<file path="config.mk">
export PLATFORM = sky130hd
export DESIGN_NAME = fan_pwm_fault_supervisor
export DESIGN_NICKNAME = d
export VERILOG_FILES = /design/src/design/fan_pwm_pkg.sv /design/src/design/fan_pwm_fault_supervisor.sv /design/src/design/pwm_ramp.sv /design/src/design/sense_pulse.sv
export VERILOG_INCLUDE_DIRS = /design/src /design/src/design
export SDC_FILE = /design/constraint.sdc
export NUM_CORES = 1
export LEC_CHECK = 0
export BUFFER_PORTS_ARGS = -buffer_cell sky130_fd_sc_hd__buf_2
export CORE_AREA = 2 2 148 92
export CTS_BUF_LIST = sky130_fd_sc_hd__clkbuf_2
export DETAILED_ROUTE_END_ITERATION = 7
export DIE_AREA = 0 0 150 94
export GPL_TIMING_DRIVEN = 0
export PLACE_DENSITY = 0.58
export SYNTH_ARGS = -nofsm -noshare
export SYNTH_HDL_FRONTEND = slang
export SYNTH_SLANG_ARGS = --single-unit
export TNS_END_PERCENT = 5
</file>
<file path="constraint.sdc">
create_clock -name clk_in -period 2.8 [get_ports clk_in]
set_input_delay 0.28 -clock clk_in [delete_from_list [all_inputs] [get_ports clk_in]]
set_output_delay 0.28 -clock clk_in [all_outputs]
set_load 0.005 [all_outputs]
</file>
<file path="src/design/fan_pwm_defines.svh">
/*
  timing counts and widths for the fan pwm fault supervisor.
  assumes inclusion by bare name from design files only.
*/
`ifndef FAN_PWM_DEFINES_SVH
`define FAN_PWM_DEFINES_SVH

`define CODE_W 8
`define RAMP_MAX 8'hff
`define SPINUP_CYCLES 6'h20
`define MISSING_PULSE_CYCLES 6'h20
`define DIAG_CYCLES 6'h03
`define TICK_DIV_DEFAULT 32'd13020
`define PERIOD_CNT_W 6
`define BLANK_CYCLES_DEFAULT 16

`endif

</file>
<file path="src/design/fan_pwm_pkg.sv">
/*
  types shared by the fan pwm fault supervisor.
  assumes nothing of its surroundings.
*/
package fan_pwm_pkg;
  typedef enum logic [2:0] {
    st_shutdown = 3'b000,
    st_spinup1 = 3'b001,
    st_spinup2 = 3'b010,
    st_normal = 3'b011,
    st_diag = 3'b100,
    st_recover = 3'b101,
    st_fault = 3'b110
  } sup_state_t;
endpackage : fan_pwm_pkg

</file>
<file path="src/design/fan_pwm_fault_supervisor.sv">
/*
  fan speed pwm controller with spin-up, missing-pulse detection,
  diagnostic and restart sequencing and latched fan failure.
  assumes duty codes and shutdown level come from logic on clk_in;
  sense pulses arrive asynchronously from the fan.
*/
`timescale 1ns/1ps
`default_nettype none
`include "fan_pwm_defines.svh"
// Notes on behaviour
// - duty rises linearly with control code, zero code 0%, full code 100%
// - minimum-speed code sets a floor for the duty cycle
// - each period uses the greater of temperature and minimum codes
// - shutdown request at or below threshold suspends everything
// - drive duty held at zero during shutdown
// - failure output released while in shutdown
// - release above threshold resumes exactly as after power-up
// - entering shutdown clears latched failure and all timers
// - shutdown overrides temperature control, drive stays off
// - start from off drives fan fully on for 32 periods
// - spin-up, diagnostic and missing-pulse intervals count pwm ramp periods; blanking counts clk_in cycles
// - pulses coinciding with drive switch-on are blanked
// - valid pulse in normal restarts missing-pulse detector
// - 32 pulseless periods in normal start the diagnostic interval
// - diagnostic drives fully on three periods, watching for pulse
// - no pulse in diagnostic runs one spin-up, once per fault
// - timeout after recovery stops drive, asserts failure, latches
// - latched failure persists until shutdown pulse or power cycle
// - failure output active low, only for fan failure
// - fan drive active high
// - pulse during first spin-up goes straight to normal
// - no pulse: second 32-period spin-up, then latched failure
// - failure fed back to shutdown input resets and retries
module fan_pwm_fault_supervisor
  import fan_pwm_pkg::*;
#(
  parameter int unsigned TICK_DIV = `TICK_DIV_DEFAULT,
  parameter int unsigned BLANK_CYCLES = `BLANK_CYCLES_DEFAULT
) (
  // clock, reset, enable
  input wire logic clk_in,
  input wire logic rst_in,
  input wire logic ce_in,
  // control levels
  input wire logic [`CODE_W-1:0] temp_code_in,
  input wire logic [`CODE_W-1:0] min_code_in,
  input wire logic shutdown_in,
  // fan side
  input wire logic sense_in,
  output logic drive_out,
  output logic fail_n_out
);
  sup_state_t state;
  sup_state_t next_state;
  logic [`PERIOD_CNT_W-1:0] cnt;
  logic [`PERIOD_CNT_W-1:0] next_cnt;
  logic recovered;
  logic next_recovered;
  logic next_drive;
  logic next_fail_n;
  logic [`CODE_W-1:0] duty_code;
  logic period_start;
  logic pwm_active;
  logic pulse;
  logic run;

  function automatic logic [`CODE_W-1:0] max_code(input logic [`CODE_W-1:0] a,
                                                  input logic [`CODE_W-1:0] b);
    max_code = (a > b) ? a : b;
  endfunction : max_code

  assign duty_code = max_code(temp_code_in, min_code_in);
  assign run = (state != st_shutdown) && (state != st_fault);

  pwm_ramp #(
    .TICK_DIV(TICK_DIV)
  ) u_ramp (
    .clk_in(clk_in),
    .rst_in(rst_in),
    .ce_in(ce_in),
    .run_in(run),
    .duty_in(duty_code),
    .period_start_out(period_start),
    .active_out(pwm_active)
  );

  sense_pulse #(
    .BLANK_CYCLES(BLANK_CYCLES)
  ) u_sense (
    .clk_in(clk_in),
    .rst_in(rst_in),
    .ce_in(ce_in),
    .sense_in(sense_in),
    .drive_in(drive_out),
    .pulse_out(pulse)
  );

  always_comb begin
    next_state = state;
    next_cnt = cnt;
    next_recovered = recovered;
    if (shutdown_in) begin
      next_state = st_shutdown;
      next_cnt = 6'h00;
      next_recovered = 1'b0;
    end else begin
      case (state)
        st_shutdown: begin
          next_state = st_spinup1;
          next_cnt = 6'h00;
        end
        st_spinup1: begin
          if (pulse) begin
            next_state = st_normal;
            next_cnt = 6'h00;
          end else if (period_start) begin
            next_cnt = cnt + 6'h01;
            if (cnt == `SPINUP_CYCLES - 6'h01) begin
              next_state = st_spinup2;
              next_cnt = 6'h00;
            end
          end
        end
        st_spinup2: begin
          if (pulse) begin
            next_state = st_normal;
            next_cnt = 6'h00;
          end else if (period_start) begin
            next_cnt = cnt + 6'h01;
            if (cnt == `SPINUP_CYCLES - 6'h01) begin
              next_state = st_fault;
            end
          end
        end
        st_normal: begin
          if (pulse) begin
            next_cnt = 6'h00;
          end else if (period_start) begin
            next_cnt = cnt + 6'h01;
            if (cnt == `MISSING_PULSE_CYCLES - 6'h01) begin
              next_cnt = 6'h00;
              // first timeout after a recovery is fatal
              next_state = recovered ? st_fault : st_diag;
            end
          end
        end
        st_diag: begin
          if (pulse) begin
            next_state = st_normal;
            next_cnt = 6'h00;
          end else if (period_start) begin
            next_cnt = cnt + 6'h01;
            if (cnt == `DIAG_CYCLES - 6'h01) begin
              next_state = st_recover;
              next_cnt = 6'h00;
            end
          end
        end
        st_recover: begin
          if (pulse) begin
            next_state = st_normal;
            next_cnt = 6'h00;
            next_recovered = 1'b1;
          end else if (period_start) begin
            next_cnt = cnt + 6'h01;
            if (cnt == `SPINUP_CYCLES - 6'h01) begin
              next_state = st_fault;
            end
          end
        end
        st_fault: begin
          next_state = st_fault;
        end
        default: begin
          next_state = st_shutdown;
          next_cnt = 6'h00;
          next_recovered = 1'b0;
        end
      endcase
    end
  end

  always_comb begin
    case (next_state)
      st_spinup1, st_spinup2, st_recover, st_diag: next_drive = 1'b1;
      st_normal: next_drive = pwm_active;
      default: next_drive = 1'b0;
    endcase
    next_fail_n = !(next_state == st_fault);
  end

  always_ff @(posedge clk_in) begin
    if (rst_in) begin
      state <= st_shutdown;
      cnt <= 6'h00;
      recovered <= 1'b0;
      drive_out <= 1'b0;
      fail_n_out <= 1'b1;
    end else if (ce_in) begin
      state <= next_state;
      cnt <= next_cnt;
      recovered <= next_recovered;
      drive_out <= next_drive;
      fail_n_out <= next_fail_n;
    end
  end
endmodule : fan_pwm_fault_supervisor
`default_nettype wire

</file>
<file path="src/design/pwm_ramp.sv">
/*
  pwm ramp counter with period-start strobe and duty compare.
  assumes clk_in is the system clock; duty code sampled once per period.
*/
`timescale 1ns/1ps
`default_nettype none
`include "fan_pwm_defines.svh"
module pwm_ramp #(
  parameter int unsigned TICK_DIV = `TICK_DIV_DEFAULT
) (
  // clock and reset
  input wire logic clk_in,
  input wire logic rst_in,
  input wire logic ce_in,
  // control
  input wire logic run_in,
  input wire logic [`CODE_W-1:0] duty_in,
  // outputs
  output logic period_start_out,
  output logic active_out
);
  logic [31:0] div;
  logic [`CODE_W-1:0] ramp;
  logic [`CODE_W-1:0] duty;
  logic [31:0] next_div;
  logic [`CODE_W-1:0] next_ramp;
  logic [`CODE_W-1:0] next_duty;
  logic tick;

  always_comb begin
    tick = (div == TICK_DIV - 1);
    next_div = tick ? 32'h0 : div + 32'h1;
    next_ramp = ramp;
    next_duty = duty;
    if (!run_in) begin
      next_div = 32'h0;
      next_ramp = 8'h00;
      next_duty = duty_in;
    end else if (tick) begin
      next_ramp = (ramp == `RAMP_MAX - 8'h01) ? 8'h00 : ramp + 8'h01;
      // latch duty at period start so a period never glitches
      if (ramp == `RAMP_MAX - 8'h01) begin
        next_duty = duty_in;
      end
    end
  end

  always_ff @(posedge clk_in) begin
    if (rst_in) begin
      div <= 32'h0;
      ramp <= 8'h00;
      duty <= 8'h00;
    end else if (ce_in) begin
      div <= next_div;
      ramp <= next_ramp;
      duty <= next_duty;
    end
  end

  // full code means 100%: ramp runs 0..254
  assign period_start_out = run_in && tick && (ramp == `RAMP_MAX - 8'h01);
  assign active_out = run_in && (ramp < duty);
endmodule : pwm_ramp
`default_nettype wire

</file>
<file path="src/design/sense_pulse.sv">
/*
  fan pulse synchroniser, edge detector and switch-on blanking.
  assumes sense_in is asynchronous logic-level pulse train.
*/
`timescale 1ns/1ps
`default_nettype none
`include "fan_pwm_defines.svh"
module sense_pulse #(
  parameter int unsigned BLANK_CYCLES = `BLANK_CYCLES_DEFAULT
) (
  // clock and reset
  input wire logic clk_in,
  input wire logic rst_in,
  input wire logic ce_in,
  // inputs
  input wire logic sense_in,
  input wire logic drive_in,
  // output
  output logic pulse_out
);
  logic s1;
  logic s2;
  logic s3;
  logic drive_d;
  logic [7:0] blank;
  logic [7:0] next_blank;
  logic edge_seen;

  always_comb begin
    next_blank = (blank != 8'h00) ? blank - 8'h01 : 8'h00;
    // drive switching on chops fan current and fakes a pulse
    if (drive_in && !drive_d) begin
      next_blank = 8'(BLANK_CYCLES);
    end
    edge_seen = s2 && !s3;
  end

  always_ff @(posedge clk_in) begin
    if (rst_in) begin
      s1 <= 1'b0;
      s2 <= 1'b0;
      s3 <= 1'b0;
      drive_d <= 1'b0;
      blank <= 8'h00;
      pulse_out <= 1'b0;
    end else if (ce_in) begin
      s1 <= sense_in;
      s2 <= s1;
      s3 <= s2;
      drive_d <= drive_in;
      blank <= next_blank;
      pulse_out <= edge_seen && (blank == 8'h00) && !(drive_in && !drive_d);
    end
  end
endmodule : sense_pulse
`default_nettype wire

</file>
Word level (Yosys, flattened, before mapping)
Index checks and enable logic that the tools add are counted.

storage, ports and cells
  register bits = 73
  input bits = 21
  word-level logic and storage cells = 109

operators by class
  $add $sub $neg = 4
  magnitude comparators = 2
  equal/unequal tests = 25
  mux-type cells = 40
  reductions and logical operators = 24

operators by type and width
  cell                                                    count
  two-way mux 8 bit                                       9
  two-way mux 32 bit                                      2
  two-way mux 6 bit                                       9
  two-way mux 3 bit                                       13
  adder 32 x 1 -> 32 bit (second input constant)          1
  equality test 32 x 14 -> 1 bit (second input constant)  1
  one-hot mux 6 bit (4 select lines)                      1
  equality test 3 bit (second input constant)             6
  one-hot mux 3 bit (6 select lines)                      1
  equality test 3 x 2 -> 1 bit (second input constant)    4
  adder 8 x 1 -> 8 bit (second input constant)            1
  equality test 8 bit (second input constant)             1
  greater-than comparator 8 bit                           1
  logical AND 1 bit                                       8
  zero test 8 bit                                         1
  less-than comparator 8 bit                              1
  inequality test 4 x 1 -> 1 bit (second input constant)  2
  nonzero test 8 bit                                      1
  subtractor 8 x 1 -> 8 bit (second input constant)       1
  adder 6 x 1 -> 6 bit (second input constant)            1
  equality test 3 x 1 -> 1 bit (second input constant)    2
  equality test 6 x 2 -> 1 bit (second input constant)    1
  equality test 6 x 5 -> 1 bit (second input constant)    1
  inequality test 2 bit (second input constant)           3
  other kinds (16)                                        23

Logic depth before layout (Yosys ltp)
Gate-level depths: netlist (run 1).

  word-level depth = 11
  mapped depth = 9

Modules after synthesis
From an unflattened synthesis (run 1), not the netlist that was laid out.

unflattened totals
  cell total of the unflattened synthesis = 512
  area total of the unflattened synthesis = 4365.4 µm²

by module, submodules not included
  module                    instances  cells each  area each (µm²)
  pwm_ramp                  1          302         2620.0
  fan_pwm_fault_supervisor  1          145         1132.3
  sense_pulse               1          65          613.1

Worst setup path after synthesis (run 1)
No wires, ideal clock.

  path type = reg2reg
  from = register u_ramp.div[0]
  to = register fail_n_out
  setup time = 0.125 ns
  data arrival time = 1.922 ns
  required time = 2.675 ns
  setup slack = 0.753 ns
  stages on the path, launching flop included = 8
  path buffers = 0
  path through = dfxtp_1 > ha_1 > nor4b_2 > nand4_2 > nor4_1 > mux2_2 > nor4_1 > o21ai_0

on the way
  cells in the longest elaborated chain, start to end = 9

RTL lines
  element                                             RTL line                         text
  start, declared                                     pwm_ramp.sv:22                   logic [31:0] div;
  start signal, assigned                              pwm_ramp.sv:54                   div <= next_div;
  equality test 32 x 14 -> 1 bit (*)                  pwm_ramp.sv:31                   tick = (div == TICK_DIV - 1);
  logical AND 1 bit (*) (2 in series)                 pwm_ramp.sv:61                   assign period_start_out = run_in && tick && (ramp == `RAMP_MAX - 8'h01);
  two-way mux 3 bit (on tied branches) (2 in series)  --
  one-hot mux 3 bit (6 select lines) (*)              fan_pwm_fault_supervisor.sv:107  case (state)
  two-way mux 3 bit (*)                               fan_pwm_fault_supervisor.sv:102  if (shutdown_in) begin
  equality test 3 bit (*)                             fan_pwm_fault_supervisor.sv:189  next_fail_n = !(next_state == st_fault);
  zero test 1 bit (*)                                 fan_pwm_fault_supervisor.sv:189
  end signal, assigned                                fan_pwm_fault_supervisor.sv:204  fail_n_out <= next_fail_n;
  end, declared                                       fan_pwm_fault_supervisor.sv:51   output logic fail_n_out

Mark *: on every way between the ends. The rest lies on a longest branch, timed or not.
A chain may end at the register's enable or synchronous reset.

Final worst setup path (run 1)
  from = input port temp_code_in[6]
  to = register u_ramp.duty[5]

on the way
  cells in the longest elaborated chain, start to end = 5

RTL lines
  element                            RTL line                        text
  start, declared                    fan_pwm_fault_supervisor.sv:45  input wire logic [`CODE_W-1:0] temp_code_in,
  greater-than comparator 8 bit (*)  fan_pwm_fault_supervisor.sv:69  max_code = (a > b) ? a : b;
  two-way mux 8 bit (*)              fan_pwm_fault_supervisor.sv:69
  two-way mux 8 bit                  pwm_ramp.sv:42                  if (ramp == `RAMP_MAX - 8'h01) begin
  two-way mux 8 bit                  pwm_ramp.sv:39                  end else if (tick) begin
  two-way mux 8 bit (*)              pwm_ramp.sv:35                  if (!run_in) begin
  end signal, assigned               pwm_ramp.sv:56                  duty <= next_duty;
  end, declared                      pwm_ramp.sv:24                  logic [`CODE_W-1:0] duty;

Mark *: on every way between the ends. The rest lies on a longest branch, timed or not. The select of a mux whose other input is x is not followed.

==> flow_summary.ini, run 1 <==
[power_and_ir_drop]
p_leak_nw = 1.804
cellPowerDensity_mw_per_mm2 = 440.8
total_power_mw = 2.046
peakVddDrop_uv = 158.1

[synth]
syn_area_mm2 = 0.004111
synthArstFlopShare_pct = 0
yosysUniqueCellTypes = 62
post-synth-top-area-cell = dfxtp_1
synth_warnings = 0
synthCells = 487
synth.area.top_cells = dfxtp_1 (36%), ha_1 (6.7%), nor2_1 (6.6%), xor2_1 (5.3%), xnor2_1 (3.2%)
synth.yosys.seq_area_share_pct = 35.54
synth_edf_count = 0
synth_area_per_cell_um2 = 8.442
yosys_register_bits = 73
synth_top_area_share_pct = 35.54
synth_nets = 530
synth-main-ff-cell = dfxtp_1

[place]
dp_hpwl_um = 7361
place.gp.congestion = 0.8375
place_ws_ns = 0.3703
place_inst = 679
dpl_cell_area_mm2 = 0.004434
io_buffers = 22

[timing]
setup_slack_ns = 0.2949
fmax_ghz = 0.3992
slew_violations = 0
fin_crit_ns = 2.505
grt_setup_unrepaired = no
fin_setup_tns_ns = 0
period_share_pct = 89.47
relSlewSlack_pct = 26.44
finalHoldViolations = 0
hold_slack_ns = 0.04616
finalSetupViolations = 0
tightest_slew_ns = 1.092
skew_ns = 0.02542

[clocking]
cts.sinks = 73
path_clk_slew_ns = 0.20
post_cts_buffers = 0
cts_tree = built
insertion_delay_ns = 0.51
cts_resized = 0
cts_max_path_buffers = 2
root_buffer = clkbuf_2
htreeDepth = 3
numCtsBuffers = 9

[routing]
via_count = 3618
viasPerCell = 5.117
drt_iter0_drc = 291
drc = 0
routed_wl_um = 9825
ant_nets = 0
wire_per_inst_um = 13.90
first_pass_iters = 5

[finish]
fin_area_mm2 = 0.004641
drive_gt1_share_pct = 12.85
utilization_pct = 36.68
n_fill_cell = 1341
synthToLayoutAreaGrowth_pct = 12.87
final_cells = 707
num-nets-final = 576
diodes = 0

[worst_setup_path]
cp.arrival_ns = 2.91
worst-path-buf-inv = 2
crit_required_ns = 3.20
cp_max_fo = 9
worstSetupEndpointType = flip-flop
crit_type = in2reg
crit_path_start_kind = input pin
crit_slowest_cell = a21oi_1
path_cells = dlygate4sd3_1 > buf_2 > ha_1 > a21o_1 > a21oi_1 > nor2_1 > o31ai_1 > o22ai_1
critPathTopFamily = compound AO/OA/AOI/OAI gates
critPathMaxStageDelay_ns = 0.67

[floorplanning]
initial_core_util_pct = 32.50
core_area_mm2 = 0.01265
fp.dieH_um = 94
ios = 23
core.rowCount = 32
die_x_um = 150
dieArea_mm2 = 0.01410

[global_route]
grt_first_pass_wirelength_um = 16790
grt_usage_pct = 15.04
overflow = 0
grt_pass1_vias = 3307
grt_max_degree = 12
antenna_found_initial = 0

[flow_run]
maxCapViolCount = 0

[status]
status = completed

[hold_path]
hp-class = in2reg
[final timing paths]
| path | from | endpoint | slack, ns | cells after the start |
|---|---|---|---|---|
| worst max-delay path | temp_code_in[6] | u_ramp.duty[5]$_SDFFE_PP0P_ | 0.29 | 8 |
| worst min-delay path | min_code_in[2] | u_ramp.duty[2]$_SDFFE_PP0P_ | 0.05 | 3 |
| worst max register to register | u_ramp.div[0]$_SDFFE_PP0P_ | fail_n_out$_SDFFE_PP1P_ | 0.36 | 7 |
| worst min register to register | u_ramp.duty[6]$_SDFFE_PP0P_ | u_ramp.duty[6]$_SDFFE_PP0P_ | 0.50 | 2 |
[Yosys cell counts (5+ instances only)]
| cell | count |
|---|---|
| dfxtp_1 | 73 |
| nor2_1 | 72 |
| inv_1 | 30 |
| nand2_1 | 29 |
| nand3_1 | 26 |
| xor2_1 | 25 |
| a21oi_1 | 22 |
| ha_1 | 22 |
| xnor2_1 | 15 |
| o21ai_0 | 13 |
| nand4_1 | 11 |
| a211oi_1 | 10 |
| and3_1 | 10 |
| nor2b_1 | 10 |
| buf_2 | 9 |
| o31ai_1 | 9 |
| nor3_1 | 8 |
| o22ai_1 | 8 |
| and4_1 | 5 |
| mux2i_1 | 5 |
| nor4_1 | 5 |
[area by class of cell]
type                       count  area, um2  share of cell area [%]
multi-input combinational    366       2451                   52.82
timing repair buffer          35      240.2                   5.177
inverter                      31      116.4                   2.507
sequential                    73       1461                   31.49
clock buffer                  11      55.05                   1.186
buffer                        17      82.58                   1.779
tap                          170      212.7                   4.583
clock inverter                 4      21.27                  0.4583
[worst reg2reg max path: cells and delay by family (launching register included)]
kind	cells	cell delay, ns
mux	1	0.40
simple gates	4	1.17
flops	1	0.41
fa+ha+maj	1	0.25
compound gates	1	0.11
[layout by cell type (no fill, tap or decap), drive strengths merged, types with 22 or more instances in the layout]
cell and count:
dfxtp 73, nand3 26, nor2 72, inv 30
nand2 29, a21oi 22, ha 22, xor2 25
buf 35
[per-layer routing]
layer,up-vias,track usage [%],wire length [um]
met2,86,20.85,3984
met5,-,0,0
li1,1826,-,-
met3,9,4.320,471
met1,1697,22.59,5297
met4,0,3.381,72
[registers in the layout, indices dropped and copies added (netlist names), 3 cells and up]
name           flops
u_ramp.duty        8
u_ramp.ramp        8
state              3
u_sense.blank      8
u_ramp.div        32
cnt                6
[report_power, final]
group / total (mW) / switching (mW) / internal [mW]
clock: 0.481 / 0.367 / 0.114
combinational: 0.414 / 0.242 / 0.173
sequential: 1.15 / 0.0505 / 1.10
total: 2.05 / 0.659 / 1.39
[kinds of logic (layout without fill, tap and decap cells)]
logic type | Yosys count | in the layout | synth area share [%]
buffers and inverters | 48 | 98 | 4.838
AND/OR/NAND/NOR | 212 | 212 | 28.24
XOR/XNOR | 40 | 40 | 8.521
multiplexers | 8 | 8 | 2.222
AO/OA/AOI/OAI | 84 | 84 | 13.94
adder cells (fa/ha/maj) | 22 | 22 | 6.695
flip-flops | 73 | 73 | 35.54
[what timing repair did]
item / in CTS / in global routing
hold buffers: 11 / 2
setup endpoints to repair: 0 / 0
endpoints found under the hold margin: 7 / 1
No activity file was read; power rests on OpenSTA's default activity.
==> inputs of run 2 (changes only) <==
- CORE_AREA: 2 2 148 92 -> 2 2 105 128
- DIE_AREA: 0 0 150 94 -> 0 0 107 130
==> flow_summary.ini, run 2 (synthesis results as in run 1) <==
[clocking]
root_buffer = clkbuf_2
cts_max_path_buffers = 2
cts_tree = built
cts.sinks = 73
htreeDepth = 3
path_clk_slew_ns = 0.21
insertion_delay_ns = 0.55
numCtsBuffers = 9

[finish]
layout_common_cells = dfxtp_1 (73), nor2_1 (71), buf_2 (31)
regMostFlops = u_ramp.div
largest_reg_flops = 32
n_fill_cell = 1330
num-nets-final = 581
synthToLayoutAreaGrowth_pct = 15.61
layout_commonest_cell = dfxtp_1
drive_gt1_share_pct = 13.63

[worst_setup_path]
crit_type = in2reg
crit_path_start_kind = input pin
cp.arrival_ns = 3.14
cp_max_fo = 8
crit_required_ns = 3.31
worstSetupEndpointType = flip-flop

[global_route]
busiest_layer = met2
overflow = 0
antenna_found_initial = 1
use_met1_pct = 16.74
met2_usage_pct = 24.62
met3_usage_pct = 2.048
grt_max_degree = 13
grt_first_pass_wirelength_um = 15750
grt_usage_pct = 13.92
grt_pass1_vias = 3414

[timing]
slew_violations = 0
fin_crit_ns = 2.628
fmax_ghz = 0.3806
finalSetupViolations = 0
tightest_slew_ns = 0.7548
relSlewSlack_pct = 49.15
skew_ns = 0.02032
finalHoldViolations = 0
period_share_pct = 93.85
hold_slack_ns = 0.07113

[power_and_ir_drop]
p_leak_nw = 1.858
peakVddDrop_uv = 227.2
total_power_mw = 2.255
cellPowerDensity_mw_per_mm2 = 474.4

[routing]
viasPerCell = 5.029
ant_nets = 0
wire_per_inst_um = 13.15
routed_wl_um = 9364
drc = 0
drt_iter0_drc = 155
first_pass_iters = 4
via_count = 3581

[hold_path]
hp-class = in2reg

[floorplanning]
initial_core_util_pct = 32.03
dieArea_mm2 = 0.01391
core_area_mm2 = 0.01283
die_x_um = 107
fp.dieH_um = 130
ios = 23
core.rowCount = 46

[place]
place.gp.congestion = 0.8819
dp_hpwl_um = 6918
io_buffers = 22

[status]
status = completed

[flow_run]
maxCapViolCount = 0
-- run 2: power by group --
group | internal, mW | total (mW) | switching [mW]
Sequential | 1.10 | 1.15 | 0.0492
Combinational | 0.179 | 0.414 | 0.234
Clock | 0.300 | 0.691 | 0.391
Total | 1.58 | 2.25 | 0.675
-- run 2: cell type report --
type	instances	area [um2]	area share (%)
inverters	31	116.4	2.448
multi-input cells	366	2457	51.70
clock buffers	11	55.05	1.158
well taps	168	210.2	4.422
diodes	1	2.502	0.05265
clock inverters	5	80.08	1.685
flip-flops and latches	73	1461	30.74
plain buffers	17	82.58	1.737
repair buffers	40	287.8	6.054
-- run 2: timing repair --
item | 4_1_cts | 5_1_grt
hold buffers | 17 | 0
endpoints found under the setup margin | 0 | 5
gates resized for setup | 0 | 2
setup buffers | 0 | 1
hold endpoints to repair | 9 | 0
-- run 2: critical path, cell delays in order --
cell           delay [ns]
dlygate4sd3_1        0.54
buf_2                0.14
ha_1                 0.30
nor2b_1              0.14
o21ai_0              0.13
a21oi_1              0.09
o21ai_0              0.61
a211oi_1             0.19
o22ai_1              0.16
dlygate4sd3_1        0.56
-- run 2: path summary, 6_finish.rpt --
path	from	endpoint	slack [ns]	cells after the start
worst min register to register	u_ramp.duty[0]$_SDFFE_PP0P_	u_ramp.duty[0]$_SDFFE_PP0P_	0.49	2
worst max register to register	u_ramp.div[0]$_SDFFE_PP0P_	u_ramp.duty[5]$_SDFFE_PP0P_	0.23	9
worst max-delay path	temp_code_in[1]	u_ramp.duty[5]$_SDFFE_PP0P_	0.17	10
worst min-delay path	rst_in	cnt[3]$_SDFFE_PP0P_	0.07	3
-- run 2: through the flow --
step	cells	utilization, %	cell area, um2	setup slack, ns	TNS (ns)
after global placement	677	34.53	4432	0.3410	0
after global routing	712	37.03	4753	-0.007169	-0.007169
after CTS	710	36.91	4737	0.09145	0
final	712	37.03	4753	0.1723	0
after floorplan	487	-	4111	0.7530	0
after detailed placement	677	34.53	4432	0.3212	0
-- run 2: per-layer routing --
metal | share of wire (%) | vias to the layer above
met3 | 2.3 | 13
met2 | 49 | 45
met5 | 0 | -
met4 | 2.0 | 0
li1 | - | 1837
met1 | 47 | 1686
